==> src/logic/cpu_register_set_pkg.sv <==
package cpu_register_set_pkg;

  // register bus map
  localparam logic [31:0] CTRL_OFFSET   = 32'h0000_0000;
  localparam logic [31:0] STATUS_OFFSET = 32'h0000_0004;
  localparam int          CTRL_BREAK_EN = 0;
  localparam int          CTRL_MONITOR  = 1;
  localparam logic [1:0]  CTRL_RESET    = 2'h0;
  localparam int          STAT_MASK     = 0;
  localparam int          STAT_BREAK    = 1;
  localparam int          STAT_BUSY     = 2;
  localparam int          STAT_PEND_LSB = 4;
  localparam logic [1:0]  HTRANS_NONSEQ = 2'h2;
  localparam logic        HRESP_OKAY    = 1'b0;

  // core register reset values
  localparam logic [15:0] SP_RESET    = 16'h00ff;
  localparam logic [7:0]  SP_LOW_LOAD = 8'hff;
  localparam logic [7:0]  ACC_RESET   = 8'h00;
  localparam logic [15:0] INDEX_RESET = 16'h0000;
  localparam logic [15:0] PC_RESET    = 16'h0000;
  localparam logic [7:0]  CCR_RESET   = 8'h68;
  localparam logic [7:0]  CCR_ONES    = 8'h60;

  // condition_flags bit positions
  localparam int FLAG_V = 7;
  localparam int FLAG_H = 4;
  localparam int FLAG_I = 3;
  localparam int FLAG_N = 2;
  localparam int FLAG_Z = 1;
  localparam int FLAG_C = 0;

  // vectors
  localparam logic [15:0] RESET_VEC_HI   = 16'hfffe;
  localparam logic [15:0] RESET_VEC_LO   = 16'hffff;
  localparam logic [15:0] TRAP_VEC       = 16'hfffc;
  localparam logic [15:0] TRAP_VEC_MON   = 16'hfefc;
  localparam logic [15:0] IRQ_VEC_TOP    = 16'hfffa;
  localparam int          IRQ_COUNT      = 4;

  typedef enum logic [4:0] {
    OP_NONE, OP_FETCH, OP_JUMP, OP_LOAD_A, OP_LOAD_X, OP_LOAD_H,
    OP_ADD, OP_ADC, OP_SUB, OP_SBC, OP_AND, OP_ORA, OP_EOR,
    OP_ASL, OP_LSR, OP_ROL, OP_ROR, OP_DAA, OP_STACK_LOW_RELOAD,
    OP_PUSH, OP_PUSH_INDEX_HIGH, OP_PULL_INDEX_HIGH, OP_WRITE_FLAGS,
    OP_UNMASK_INTERRUPTS, OP_MASK_INTERRUPTS, OP_SOFTWARE_TRAP,
    OP_RETURN_FROM_INTERRUPT
  } op_t;

  typedef enum logic [4:0] {
    ST_RST_HI, ST_RST_LO, ST_RUN,
    ST_PUSH_PCL, ST_PUSH_PCH, ST_PUSH_X, ST_PUSH_A, ST_PUSH_CCR,
    ST_SET_MASK, ST_VEC_HI, ST_VEC_LO,
    ST_PULL_CCR, ST_PULL_A, ST_PULL_X, ST_PULL_PCH, ST_PULL_PCL
  } seq_state_t;

  typedef struct packed {
    logic [7:0] result;
    logic [7:0] flags;
  } alu_out_t;

endpackage

==> src/logic/cpu_register_set.sv <==
// Local design decisions: the AHB-Lite register port and the address map.
`timescale 1ns/1ps
// Summary of operation
// - 8-bit accumulator holds ALU operands, results
// - 16-bit index pair from high, low bytes
// - stack pointer forced to 00ff on reset
// - stack low reload sets low byte ff
// - stack pointer decrements on push, increments pull
// - program counter increments per fetch, loads jumps
// - reset loads program counter from fffe, ffff
// - flag bits 6 and 5 read one
// - overflow flag tracks signed overflow, signed branches
// - half carry from bit 3 on adds
// - decimal adjust uses half carry and carry
// - mask bit blocks maskable interrupts
// - stack registers, then set mask, then vector
// - interrupt entry never pushes index high byte
// - highest priority pending request serviced first
// - return pulls registers including saved mask
// - reset sets mask; only unmask op or return pulling a clear mask clears it
// - negative flag copies result bit 7
// - zero flag set for zero result
// - carry from bit 7, borrow, shifts
// - break finishes instruction, traps via fffc/fefc
// - return ends break once request released
module cpu_register_set (
  input  wire logic                      i_sys_clk,
  input  wire logic                      i_rst_n,
  input  wire logic                      i_hsel,
  input  wire logic [31:0]               i_haddr,
  input  wire logic [1:0]                i_htrans,
  input  wire logic                      i_hwrite,
  input  wire logic [2:0]                i_hsize,
  input  wire logic [31:0]               i_hwdata,
  input  wire logic                      i_hready,
  output logic                           o_hreadyout,
  output logic                           o_hresp,
  output logic [31:0]                    o_hrdata,
  input  cpu_register_set_pkg::op_t      i_op,
  input  wire logic [7:0]                i_operand,
  input  wire logic [15:0]               i_target,
  input  wire logic                      i_insn_done,
  input  wire logic [3:0]                i_irq_req,
  input  wire logic                      i_break_req,
  input  wire logic [7:0]                i_mem_rdata,
  output logic [15:0]                    o_mem_addr,
  output logic                           o_mem_rd,
  output logic                           o_mem_wr,
  output logic [7:0]                     o_mem_wdata,
  output logic                           o_busy,
  output logic [7:0]                     o_accumulator,
  output logic [15:0]                    o_index_pair,
  output logic [15:0]                    o_stack_pointer,
  output logic [15:0]                    o_program_counter,
  output logic [7:0]                     o_condition_flags,
  output logic                           o_branch_greater,
  output logic                           o_branch_greater_equal,
  output logic                           o_branch_less_equal,
  output logic                           o_branch_less
);
  import cpu_register_set_pkg::*;

  seq_state_t  state;
  logic [7:0]  acc;
  logic [15:0] index;
  logic [15:0] sp;
  logic [15:0] pc;
  logic [7:0]  condition_flags;
  logic [1:0]  ctrl;
  logic        break_active;
  logic [15:0] vec_addr;
  logic        bus_wr;
  logic [31:0] bus_addr;
  logic        run;
  logic        break_pend;
  logic        irq_pend;
  logic [1:0]  irq_idx;
  alu_out_t    alu;

  // bits 6 and 5 always one
  function automatic logic [7:0] fix_flags(input logic [7:0] v);
    fix_flags = v | CCR_ONES;
  endfunction

  function automatic logic [15:0] irq_vector(input logic [1:0] idx);
    irq_vector = IRQ_VEC_TOP - {13'h0000, idx, 1'b0};
  endfunction

  function automatic alu_out_t alu_calc(input op_t op, input logic [7:0] a,
                                        input logic [7:0] m, input logic [7:0] f);
    logic [8:0] sum;
    logic [4:0] low;
    logic [7:0] res;
    logic [7:0] fl;
    logic [7:0] fix;
    sum = 9'h000;
    low = 5'h00;
    res = a;
    fl  = f;
    fix = 8'h00;
    case (op)
      OP_ADD, OP_ADC: begin
        sum = {1'b0, a} + {1'b0, m} + {8'h00, (op == OP_ADC) & f[FLAG_C]};
        low = {1'b0, a[3:0]} + {1'b0, m[3:0]} + {4'h0, (op == OP_ADC) & f[FLAG_C]};
        res = sum[7:0];
        fl[FLAG_C] = sum[8];
        fl[FLAG_H] = low[4];
        fl[FLAG_V] = (a[7] == m[7]) && (res[7] != a[7]);
      end
      OP_SUB, OP_SBC: begin
        sum = {1'b0, a} - {1'b0, m} - {8'h00, (op == OP_SBC) & f[FLAG_C]};
        res = sum[7:0];
        fl[FLAG_C] = sum[8];
        fl[FLAG_V] = (a[7] != m[7]) && (res[7] != a[7]);
      end
      OP_AND, OP_ORA, OP_EOR, OP_LOAD_A: begin
        res = (op == OP_AND) ? (a & m) : (op == OP_ORA) ? (a | m) :
              (op == OP_EOR) ? (a ^ m) : m;
        fl[FLAG_V] = 1'b0;
      end
      OP_ASL, OP_ROL: begin
        res = {a[6:0], (op == OP_ROL) & f[FLAG_C]};
        fl[FLAG_C] = a[7];
        fl[FLAG_V] = res[7] ^ a[7];
      end
      OP_LSR, OP_ROR: begin
        res = {(op == OP_ROR) & f[FLAG_C], a[7:1]};
        fl[FLAG_C] = a[0];
        fl[FLAG_V] = res[7] ^ a[0];
      end
      OP_DAA: begin
        if (f[FLAG_H] || (a[3:0] > 4'h9)) begin
          fix[3:0] = 4'h6;
        end
        if (f[FLAG_C] || (a > 8'h99)) begin
          fix[7:4] = 4'h6;
        end
        res = a + fix;
        fl[FLAG_C] = fix[6];
      end
      default: begin
        res = a;
      end
    endcase
    fl[FLAG_N] = res[7];
    fl[FLAG_Z] = (res == 8'h00);
    alu_calc = '{result: res, flags: fix_flags(fl)};
  endfunction

  assign run        = (state == ST_RUN);
  assign break_pend = i_break_req && ctrl[CTRL_BREAK_EN] && !break_active;
  assign irq_pend   = (|i_irq_req) && !condition_flags[FLAG_I];
  assign alu        = alu_calc(i_op, acc, i_operand, condition_flags);

  // lowest index wins
  always_comb begin
    irq_idx = 2'h0;
    for (int k = IRQ_COUNT - 1; k >= 0; k--) begin
      if (i_irq_req[k]) begin
        irq_idx = 2'(k);
      end
    end
  end

  // sequencer
  always_ff @(posedge i_sys_clk or negedge i_rst_n) begin
    if (!i_rst_n) begin
      state <= ST_RST_HI;
    end else begin
      case (state)
        ST_RST_HI:   state <= ST_RST_LO;
        ST_RST_LO:   state <= ST_RUN;
        ST_RUN: begin
          if (i_op == OP_RETURN_FROM_INTERRUPT) begin
            state <= ST_PULL_CCR;
          end else if (i_op == OP_SOFTWARE_TRAP) begin
            state <= ST_PUSH_PCL;
          end else if (i_insn_done && (break_pend || irq_pend)) begin
            state <= ST_PUSH_PCL;
          end
        end
        ST_PUSH_PCL: state <= ST_PUSH_PCH;
        ST_PUSH_PCH: state <= ST_PUSH_X;
        ST_PUSH_X:   state <= ST_PUSH_A;
        ST_PUSH_A:   state <= ST_PUSH_CCR;
        ST_PUSH_CCR: state <= ST_SET_MASK;
        ST_SET_MASK: state <= ST_VEC_HI;
        ST_VEC_HI:   state <= ST_VEC_LO;
        ST_PULL_CCR: state <= ST_PULL_A;
        ST_PULL_A:   state <= ST_PULL_X;
        ST_PULL_X:   state <= ST_PULL_PCH;
        ST_PULL_PCH: state <= ST_PULL_PCL;
        default:     state <= ST_RUN;
      endcase
    end
  end

  // trap and interrupt vector choice
  always_ff @(posedge i_sys_clk or negedge i_rst_n) begin
    if (!i_rst_n) begin
      vec_addr <= TRAP_VEC;
    end else if (run) begin
      if (i_op == OP_SOFTWARE_TRAP || (i_insn_done && break_pend)) begin
        vec_addr <= ctrl[CTRL_MONITOR] ? TRAP_VEC_MON : TRAP_VEC;
      end else if (i_insn_done && irq_pend) begin
        vec_addr <= irq_vector(irq_idx);
      end
    end
  end

  // break tracking
  always_ff @(posedge i_sys_clk or negedge i_rst_n) begin
    if (!i_rst_n) begin
      break_active <= 1'b0;
    end else if (run && i_op != OP_RETURN_FROM_INTERRUPT && i_op != OP_SOFTWARE_TRAP
                 && i_insn_done && break_pend) begin
      break_active <= 1'b1;
    end else if (state == ST_PULL_PCL && !i_break_req) begin
      break_active <= 1'b0;
    end
  end

  // memory port
  always_comb begin
    o_mem_addr  = sp;
    o_mem_rd    = 1'b0;
    o_mem_wr    = 1'b0;
    o_mem_wdata = 8'h00;
    case (state)
      ST_RST_HI:   begin o_mem_addr = RESET_VEC_HI; o_mem_rd = 1'b1; end
      ST_RST_LO:   begin o_mem_addr = RESET_VEC_LO; o_mem_rd = 1'b1; end
      ST_PUSH_PCL: begin o_mem_wr = 1'b1; o_mem_wdata = pc[7:0]; end
      ST_PUSH_PCH: begin o_mem_wr = 1'b1; o_mem_wdata = pc[15:8]; end
      ST_PUSH_X:   begin o_mem_wr = 1'b1; o_mem_wdata = index[7:0]; end
      ST_PUSH_A:   begin o_mem_wr = 1'b1; o_mem_wdata = acc; end
      ST_PUSH_CCR: begin o_mem_wr = 1'b1; o_mem_wdata = condition_flags; end
      ST_VEC_HI:   begin o_mem_addr = vec_addr; o_mem_rd = 1'b1; end
      ST_VEC_LO:   begin o_mem_addr = vec_addr + 16'h0001; o_mem_rd = 1'b1; end
      ST_PULL_CCR, ST_PULL_A, ST_PULL_X, ST_PULL_PCH, ST_PULL_PCL: begin
        o_mem_addr = sp + 16'h0001;
        o_mem_rd   = 1'b1;
      end
      ST_RUN: begin
        if (i_op == OP_PUSH) begin
          o_mem_wr    = 1'b1;
          o_mem_wdata = i_operand;
        end else if (i_op == OP_PUSH_INDEX_HIGH) begin
          o_mem_wr    = 1'b1;
          o_mem_wdata = index[15:8];
        end else if (i_op == OP_PULL_INDEX_HIGH) begin
          o_mem_addr = sp + 16'h0001;
          o_mem_rd   = 1'b1;
        end
      end
      default: begin
        o_mem_addr = sp;
      end
    endcase
  end

  // stack pointer
  always_ff @(posedge i_sys_clk or negedge i_rst_n) begin
    if (!i_rst_n) begin
      sp <= SP_RESET;
    end else if (o_mem_wr) begin
      sp <= sp - 16'h0001;
    end else if (o_mem_rd && (state inside {ST_PULL_CCR, ST_PULL_A, ST_PULL_X, ST_PULL_PCH,
                 ST_PULL_PCL} || (run && i_op == OP_PULL_INDEX_HIGH))) begin
      sp <= sp + 16'h0001;
    end else if (run && i_op == OP_STACK_LOW_RELOAD) begin
      sp[7:0] <= SP_LOW_LOAD;
    end
  end

  // program counter
  always_ff @(posedge i_sys_clk or negedge i_rst_n) begin
    if (!i_rst_n) begin
      pc <= PC_RESET;
    end else begin
      case (state)
        ST_RST_HI, ST_VEC_HI, ST_PULL_PCH: pc[15:8] <= i_mem_rdata;
        ST_RST_LO, ST_VEC_LO, ST_PULL_PCL: pc[7:0]  <= i_mem_rdata;
        ST_RUN: begin
          if (i_op == OP_FETCH) begin
            pc <= pc + 16'h0001;
          end else if (i_op == OP_JUMP) begin
            pc <= i_target;
          end
        end
        default: pc <= pc;
      endcase
    end
  end

  // accumulator
  always_ff @(posedge i_sys_clk or negedge i_rst_n) begin
    if (!i_rst_n) begin
      acc <= ACC_RESET;
    end else if (state == ST_PULL_A) begin
      acc <= i_mem_rdata;
    end else if (run && (i_op inside {OP_LOAD_A, OP_ADD, OP_ADC, OP_SUB, OP_SBC,
             OP_AND, OP_ORA, OP_EOR, OP_ASL, OP_LSR, OP_ROL, OP_ROR, OP_DAA})) begin
      acc <= alu.result;
    end
  end

  // index pair
  always_ff @(posedge i_sys_clk or negedge i_rst_n) begin
    if (!i_rst_n) begin
      index <= INDEX_RESET;
    end else if (state == ST_PULL_X) begin
      index[7:0] <= i_mem_rdata;
    end else if (run && i_op == OP_LOAD_X) begin
      index[7:0] <= i_operand;
    end else if (run && i_op == OP_LOAD_H) begin
      index[15:8] <= i_operand;
    end else if (run && i_op == OP_PULL_INDEX_HIGH) begin
      index[15:8] <= i_mem_rdata;
    end
  end

  // condition flags
  always_ff @(posedge i_sys_clk or negedge i_rst_n) begin
    if (!i_rst_n) begin
      condition_flags <= CCR_RESET;
    end else if (state == ST_SET_MASK) begin
      condition_flags[FLAG_I] <= 1'b1;
    end else if (state == ST_PULL_CCR) begin
      condition_flags <= fix_flags(i_mem_rdata);
    end else if (run) begin
      case (i_op)
        OP_LOAD_A, OP_ADD, OP_ADC, OP_SUB, OP_SBC, OP_AND, OP_ORA, OP_EOR,
        OP_ASL, OP_LSR, OP_ROL, OP_ROR, OP_DAA: condition_flags <= alu.flags;
        OP_WRITE_FLAGS:       condition_flags <= fix_flags({i_operand[7:4], condition_flags[FLAG_I],
                                                i_operand[2:0]});
        OP_UNMASK_INTERRUPTS: condition_flags[FLAG_I] <= 1'b0;
        OP_MASK_INTERRUPTS:   condition_flags[FLAG_I] <= 1'b1;
        default:              condition_flags <= condition_flags;
      endcase
    end
  end

  assign o_accumulator          = acc;
  assign o_index_pair           = index;
  assign o_stack_pointer        = sp;
  assign o_program_counter      = pc;
  assign o_condition_flags      = fix_flags(condition_flags);
  assign o_busy                 = !run;
  assign o_branch_greater_equal = !(condition_flags[FLAG_N] ^ condition_flags[FLAG_V]);
  assign o_branch_less          = condition_flags[FLAG_N] ^ condition_flags[FLAG_V];
  assign o_branch_greater       = !condition_flags[FLAG_Z] && !(condition_flags[FLAG_N] ^ condition_flags[FLAG_V]);
  assign o_branch_less_equal    = condition_flags[FLAG_Z] || (condition_flags[FLAG_N] ^ condition_flags[FLAG_V]);

  // bus slave, control and status only
  always_ff @(posedge i_sys_clk or negedge i_rst_n) begin
    if (!i_rst_n) begin
      bus_wr   <= 1'b0;
      bus_addr <= 32'h0000_0000;
    end else if (i_hready) begin
      bus_wr   <= i_hsel && (i_htrans == HTRANS_NONSEQ) && i_hwrite;
      bus_addr <= i_haddr;
    end
  end

  always_ff @(posedge i_sys_clk or negedge i_rst_n) begin
    if (!i_rst_n) begin
      ctrl <= CTRL_RESET;
    end else if (bus_wr && bus_addr == CTRL_OFFSET) begin
      ctrl <= i_hwdata[1:0];
    end
  end

  always_ff @(posedge i_sys_clk or negedge i_rst_n) begin
    if (!i_rst_n) begin
      o_hrdata <= 32'h0000_0000;
    end else if (i_hready && i_hsel && i_htrans == HTRANS_NONSEQ && !i_hwrite) begin
      if (i_haddr == CTRL_OFFSET) begin
        o_hrdata <= {30'h0000_0000, ctrl};
      end else if (i_haddr == STATUS_OFFSET) begin
        o_hrdata <= {24'h00_0000, i_irq_req, 1'b0, !run, break_active,
                     condition_flags[FLAG_I]};
      end else begin
        o_hrdata <= 32'h0000_0000;
      end
    end
  end

  assign o_hreadyout = 1'b1;
  assign o_hresp     = HRESP_OKAY;
endmodule // cpu_register_set

==> config.mk <==
export PLATFORM = sky130hd
export DESIGN_NAME = cpu_register_set
export DESIGN_NICKNAME = d
export VERILOG_FILES = /design/src/logic/cpu_register_set_pkg.sv /design/src/logic/cpu_register_set.sv
export SDC_FILE = /design/constraint.sdc
export NUM_CORES = 1
export LEC_CHECK = 0
export BUFFER_PORTS_ARGS = -buffer_cell sky130_fd_sc_hd__buf_2
export CAP_MARGIN = 20
export CELL_PAD_IN_SITES_DETAIL_PLACEMENT = 1
export CELL_PAD_IN_SITES_GLOBAL_PLACEMENT = 1
export CORE_ASPECT_RATIO = 0.9
export CORE_MARGIN = 3
export CORE_UTILIZATION = 40
export CTS_CLUSTER_DIAMETER = 100
export DETAILED_ROUTE_END_ITERATION = 16
export HOLD_SLACK_MARGIN = 0.02
export PLACE_DENSITY = 0.8
export SYNTH_ARGS = -nofsm -noshare
export SYNTH_HDL_FRONTEND = slang
export SYNTH_SLANG_ARGS = --single-unit
==> constraint.sdc <==
create_clock -name i_sys_clk -period 3.4 [get_ports i_sys_clk]
set_input_delay 0.34 -clock i_sys_clk [delete_from_list [all_inputs] [get_ports i_sys_clk]]
set_output_delay 0.34 -clock i_sys_clk [all_outputs]
set_load 0.02 [all_outputs]
# Word level (Yosys, flattened, before mapping)
# Index checks and enable logic that the tools add are counted.
dict set report classes {
  n_addsub 12
  magnitude_cmp 2
  n_eq_ne 54
  mux 60
  bitwise_logic 13
  reduce_logical 79
}
# cell count
set op_table {}
lappend op_table {{8-bit 2-to-1 mux} 18}
lappend op_table {{16-bit 2-to-1 mux} 8}
lappend op_table {{16-bit case mux with 6 select lines} 1}
lappend op_table {{8-bit case mux with 6 select lines} 2}
lappend op_table {{5-bit by 4-bit equality test with 1-bit output, second input constant} 16}
lappend op_table {{5-bit case mux with 13 select lines} 1}
lappend op_table {{32-bit zero test} 2}
lappend op_table {{5-bit equality test, second input constant} 11}
lappend op_table {{16-bit by 1-bit adder with 16-bit output, second input constant} 3}
lappend op_table {{5-bit by 3-bit equality test with 1-bit output, second input constant} 8}
lappend op_table {{32-bit by 3-bit equality test with 1-bit output, second input constant} 1}
lappend op_table {{8-bit case mux with 2 select lines} 2}
lappend op_table {{1-bit logical AND} 26}
lappend op_table {{5-bit by 2-bit equality test with 1-bit output, second input constant} 4}
lappend op_table {{2-bit nonzero test} 9}
lappend op_table {{16-bit by 1-bit subtractor with 16-bit output, second input constant} 1}
lappend op_table {{5-bit 2-to-1 mux} 3}
lappend op_table {{13-bit nonzero test} 1}
lappend op_table {{13-bit OR reduction} 1}
lappend op_table {{4-bit AND reduction} 3}
lappend op_table {{5-bit by 1-bit equality test with 1-bit output, second input constant} 2}
lappend op_table {{5-bit != test, second input constant} 2}
lappend op_table {{1-bit case mux with 5 select lines} 2}
lappend op_table {{5-bit OR reduction} 2}
lappend op_table {{45 further kinds} 91}
dict set report word_totals {
  register_bits 153
  inputBits 117
  elab_cells 239
}

# Depth between registers and ports, before layout
dict set report depth {
  depth_word 11
  ltp_mapped 16
}

# Worst setup path after synthesis
# No wires, ideal clock.
dict set report synth_path {
  path_kind {input port to flip-flop}
  start {in i_op[3]}
  end {reg condition_flags[2]}
  setup_time_ns 0.120
  t_arrival_ns 3.517
  required_ns 3.280
  setup_slack_ns -0.237
  stages 16
  path_buffers 2
  cell_sequence {buf_6 -> clkbuf_1 -> nor2b_1 -> and2_1 -> nand3_1 -> fa_1 -> inv_1 -> ha_1 -> o21ai_0 -> a311oi_2 -> mux2i_1 -> a2111oi_2 -> nor2_1 -> o32ai_2 -> o21ai_0 -> o211a_1}
}
dict set report synth_between {
  elab_chain_len 8
  word_cells_on_any_way 34
  classes_between {add/sub: 2; eq/ne: 14; mux: 7; bitwise: 3; reduce/logical: 8}
}
# item line_no
set synth_rtl {}
lappend synth_rtl {{start, declared} cpu_register_set.sv:39} ;# input cpu_register_set_pkg::op_t i_op,
lappend synth_rtl {{parallel branches: the longest is 8 deep, another holds 9-bit by 1-bit subtractor with 9-bit output} n/a}
lappend synth_rtl {{end signal, assigned} cpu_register_set.sv:329} ;# condition_flags <= fix_flags(i_mem_rdata);
lappend synth_rtl {{end signal, assigned} cpu_register_set.sv:333} ;# OP_ASL, OP_LSR, OP_ROL, OP_ROR, OP_DAA: condition_flags <= alu.flags;
lappend synth_rtl {{end signal, assigned} cpu_register_set.sv:334} ;# OP_WRITE_FLAGS: condition_flags <= fix_flags({i_operand[7:4], condition_flags[FLAG_I],
lappend synth_rtl {{end, declared} cpu_register_set.sv:68} ;# logic [7:0] condition_flags;
# Parallel ways; which one is timed is not known. The select of a mux whose other input is x is not followed.
# A chain may end at the register's enable or synchronous reset.

# Worst setup path after layout
dict set report layout_path {
  start {reg sp[1] (netlist: o_stack_pointer[1])}
  end {out o_mem_addr[14]}
}
dict set report layout_between {
  elab_chain_len 5
}
# item line_no
set layout_rtl {}
lappend layout_rtl {{start, declared} cpu_register_set.sv:66} ;# logic [15:0] sp;
lappend layout_rtl {{start signal, assigned} cpu_register_set.sv:266} ;# sp <= sp - 16'h0001;
lappend layout_rtl {{start signal, assigned} cpu_register_set.sv:269} ;# sp <= sp + 16'h0001;
lappend layout_rtl {{16-bit by 1-bit adder with 16-bit output *} {cpu_register_set.sv:240, cpu_register_set.sv:251}}
lappend layout_rtl {{16-bit 2-to-1 mux} cpu_register_set.sv:250} ;# end else if (i_op == OP_PULL_INDEX_HIGH) begin
lappend layout_rtl {{16-bit 2-to-1 mux} cpu_register_set.sv:247} ;# end else if (i_op == OP_PUSH_INDEX_HIGH) begin
lappend layout_rtl {{16-bit 2-to-1 mux} cpu_register_set.sv:244} ;# if (i_op == OP_PUSH) begin
lappend layout_rtl {{16-bit case mux with 6 select lines *} cpu_register_set.sv:229} ;# case (state)
lappend layout_rtl {{end, declared} cpu_register_set.sv:46} ;# output logic [15:0] o_mem_addr,
# Mark *: on every way between the ends. The rest lies on a longest branch, timed or not.

==> run metrics <==
worst skew pair latency 0.42 ns; Top delay family on crit path simple AND/OR/NAND/NOR gates; Leak Pwr about 5.2 nW; sequential area share after synthesis 30.5%; final setup fails 0; CTS Root Cell clkbuf_16; routed vias/inst 6.13; first-pass GRT wire length 56200 µm; Post-synth EDFFs 0; RSZ-0062 raised after global routing false; Max stage delay on crit path 0.57 ns; Placer Congestion 0.945; largest net degree at the start of global routing 69; WL final 36400 µm; share of cells above drive strength 1 28.2%; Mapped Avg Cell Area 8.37 µm²; Detailed Routing Iterations Pass 1 5; htree depth 4; multi-input logic area between 5000 and 6000 µm²; Placeable Area 22700 µm²; die area 25100 µm²; Storage cell area 2850 µm²; Avg WL per Cell around 22 µm; Clk pwr share 17.3%; DRC 0; status completed; worst-path cell chain ha_4 > and3_1 > and3_1 > and3_1 > and3_1 > and3_2 > a31oi_1 > o21ai_0 > o211ai_1 > buf_2; Crit Path Max Fanout 6; die height 151 µm; Hold WC Path Type input pin to async pin; vias in the first global route 10117; post-synth cell types 93; sw frac 50.4%; Tightest Pin Transition 0.943 ns; Synth Register Bits 113; mapped cell area 9310 µm²; IO Count 246; sequential power share 23.9%; Max Clock Skew 0.0111 ns; Critical Path AT roughly 2.9 ns; Final Critical Period between 3 and 4 ns; Final Max Tran Viols 0; Synth Instances 1112; initial antenna violation count 0; VDD IR max 0.000480 V; combinational share of power a little under 60%; CP required slightly above 3 ns; CTS tree done; vias 9963; buffer levels on the longest clock path 2; CP Capture Type output pin; Buf/Inv on CP 1; Net Switching 0.00530 W; count of input and output buffers about 180; Ys Warns 0; Num CTS Buffers 17; GRT Total Usage around 28%; final hold violation count 0; critical path type flip-flop to output pin; highest clock rate 0.311 GHz; CP most frequent cell and3_1; Area Growth Syn to Fin 22.0%; Hold WS 0.0293 ns; crit start category flip-flop; Overflow after GRT 0; Power Dens Cells slightly above 900 nW/µm²; Clock Pin Slew Worst Setup and Hold Paths 0.06 ns; slowest CP cell dfstp_2; Sink Count roughly 110; P_int 0.00521 W; ys flop type dfrtp_1; Starting Density 41.0%; ANT nets after route 0; headroom to the max-slew limit a little under two fifths; Die Span X 167 µm; final core utilization 50.0%; row cnt 52; HPWL Detailed 27400 µm; nets 1477; Tcrit/Tclk final between 90% and 100%; ys async rst share 100%; 1st-iter DRT viols 760; fill count 2789; # Max-Cap Violations 0
[logic make-up after synthesis]
kind of cell / Yosys count / share of synthesized area (%)
AO/OA/AOI/OAI: 352 / 25.5
XOR/XNOR: 22 / 2.07
adder cells (fa/ha/maj): 44 / 6.32
buffers and inverters: 140 / 7.45
flip-flops: 113 / 30.5
multiplexers: 69 / 7.96
other: 2 / 0.0807
AND/OR/NAND/NOR: 370 / 20.0
[cell type report]
| class | instances | share of cell area [%] |
|---|---|---|
| clock inverters | 13 | 1.34 |
| flip-flops and latches | 113 | 25.1 |
| diodes | 1 | 0.0220 |
| repair buffers | 254 | 12.8 |
| inverters | 43 | 1.45 |
| clock buffers | 18 | 3.87 |
| multi-input cells | 886 | 52.1 |
| repair inverters | 1 | 0.0441 |
| well taps | 297 | 3.27 |
[worst paths after layout]
check	start	endpoint	slack [ns]	cells past startpoint
max	o_stack_pointer[1]	o_mem_addr[14]	0.18	10
min	i_rst_n	o_stack_pointer[12]	0.03	1
max reg2reg	o_accumulator[1]	condition_flags[2]	0.21	12
min reg2reg	vec_addr[2]	vec_addr[2]	0.49	2
max in group asynchronous	i_rst_n	bus_addr[17]	2.42	2
min in group i_sys_clk	i_hwdata[1]	ctrl[1]	0.15	2
[stage by stage]
step	total power [W]	TNS, ns	setup slack (ns)	std cells	cell area, µm²
2_1_floorplan	0.00625	0	0.00218	1139	9410
3_3_place_gp	0.00828	0	0.0318	1589	10700
3_5_place_dp	0.00848	-0.130	-0.0687	1589	10700
4_1_cts	0.0104	0	0.0253	1621	11300
5_1_grt	0.0112	0	0.00368	1625	11300
6_report	0.0105	0	0.181	1626	11400
[what timing repair did]
action / CTS / global route
resized for setup: 1 / 12
setup endpoints to repair: 1 / 10
buffers inserted: 1 / 3
pin swaps: 0 / 1
gates cloned: 0 / 1
hold buffers: 0 / 0
[power groups by stage]
stage / Combinational, W / Clock (W) / Sequential [W]
after floorplan: 0.00370 / 0 / 0.00255
after global placement: 0.00579 / 0 / 0.00249
after detailed placement: 0.00597 / 0 / 0.00251
after CTS: 0.00606 / 0.00184 / 0.00248
after global routing: 0.00671 / 0.00192 / 0.00257
final: 0.00618 / 0.00182 / 0.00251
[layout by cell type (no fill, tap or decap), drive strengths merged, types with 7 or more instances in the layout]
| cell type | instances |
|---|---|
| nor4 | 18 |
| a22o | 21 |
| dfrtp | 101 |
| mux2 | 40 |
| nor3 | 35 |
| a22oi | 21 |
| nand2b | 11 |
| xnor2 | 12 |
| conb | 29 |
| a211oi | 8 |
| nand4 | 8 |
| o31ai | 7 |
| nor2b | 11 |
| o221ai | 9 |
| a31oi | 19 |
| dfstp | 12 |
| o22ai | 7 |
| o21ai | 104 |
| nand3 | 34 |
| a21oi | 68 |
| and2 | 9 |
| xor2 | 10 |
| and3 | 21 |
| mux2i | 29 |
| inv | 44 |
| nor3b | 10 |
| nor2 | 71 |
| o211ai | 18 |
| a21o | 9 |
| nand2 | 115 |
| clkbuf | 18 |
| nand3b | 7 |
| ha | 39 |
| buf | 254 |
[Yosys cell counts (29+ instances only)]
cell type	instances	area [µm²]
o21ai_0	101	505
nand3_1	34	170
nor2_1	69	259
dfrtp_1	101	2530
ha_1	39	488
inv_1	42	158
nor3_1	33	165
buf_4	30	225
mux2_2	40	450
a21oi_1	68	340
nand2_1	114	428
mux2i_1	29	290
clkbuf_1	47	176
[flip-flops by register name, indices dropped and copies added, names as in the netlist]
| register | flops |
|---|---|
| break_active | 1 |
| bus_addr | 32 |
| bus_wr | 1 |
| condition_flags | 6 |
| ctrl | 2 |
| o_accumulator | 8 |
| o_hrdata | 7 |
| o_index_pair | 16 |
| o_program_counter | 16 |
| o_stack_pointer | 16 |
| state | 4 |
| vec_addr | 4 |
[per-layer routing]
layer | share of wire [%] | global-route usage (%) | wire, µm | vias up
li1 | - | - | - | 4476
met1 | 43 | 37.6 | 15600 | 4979
met2 | 47 | 46.4 | 17200 | 425
met3 | 6.8 | 4.54 | 2500 | 83
met4 | 3.0 | 9.69 | 1080 | 0
met5 | 0 | 0 | 0 | -
[worst register-to-register path: cells and delay by family (launching register included)]
family / cells / cell delay, ns
AOI/OAI and AO/OA: 8 / 1.93
DFF: 1 / 0.52
adders and majority gates: 1 / 0.35
xor gates and xnor gates: 1 / 0.15
and+or+nand+nor: 2 / 0.14
Power figures use the tool's default switching activity.
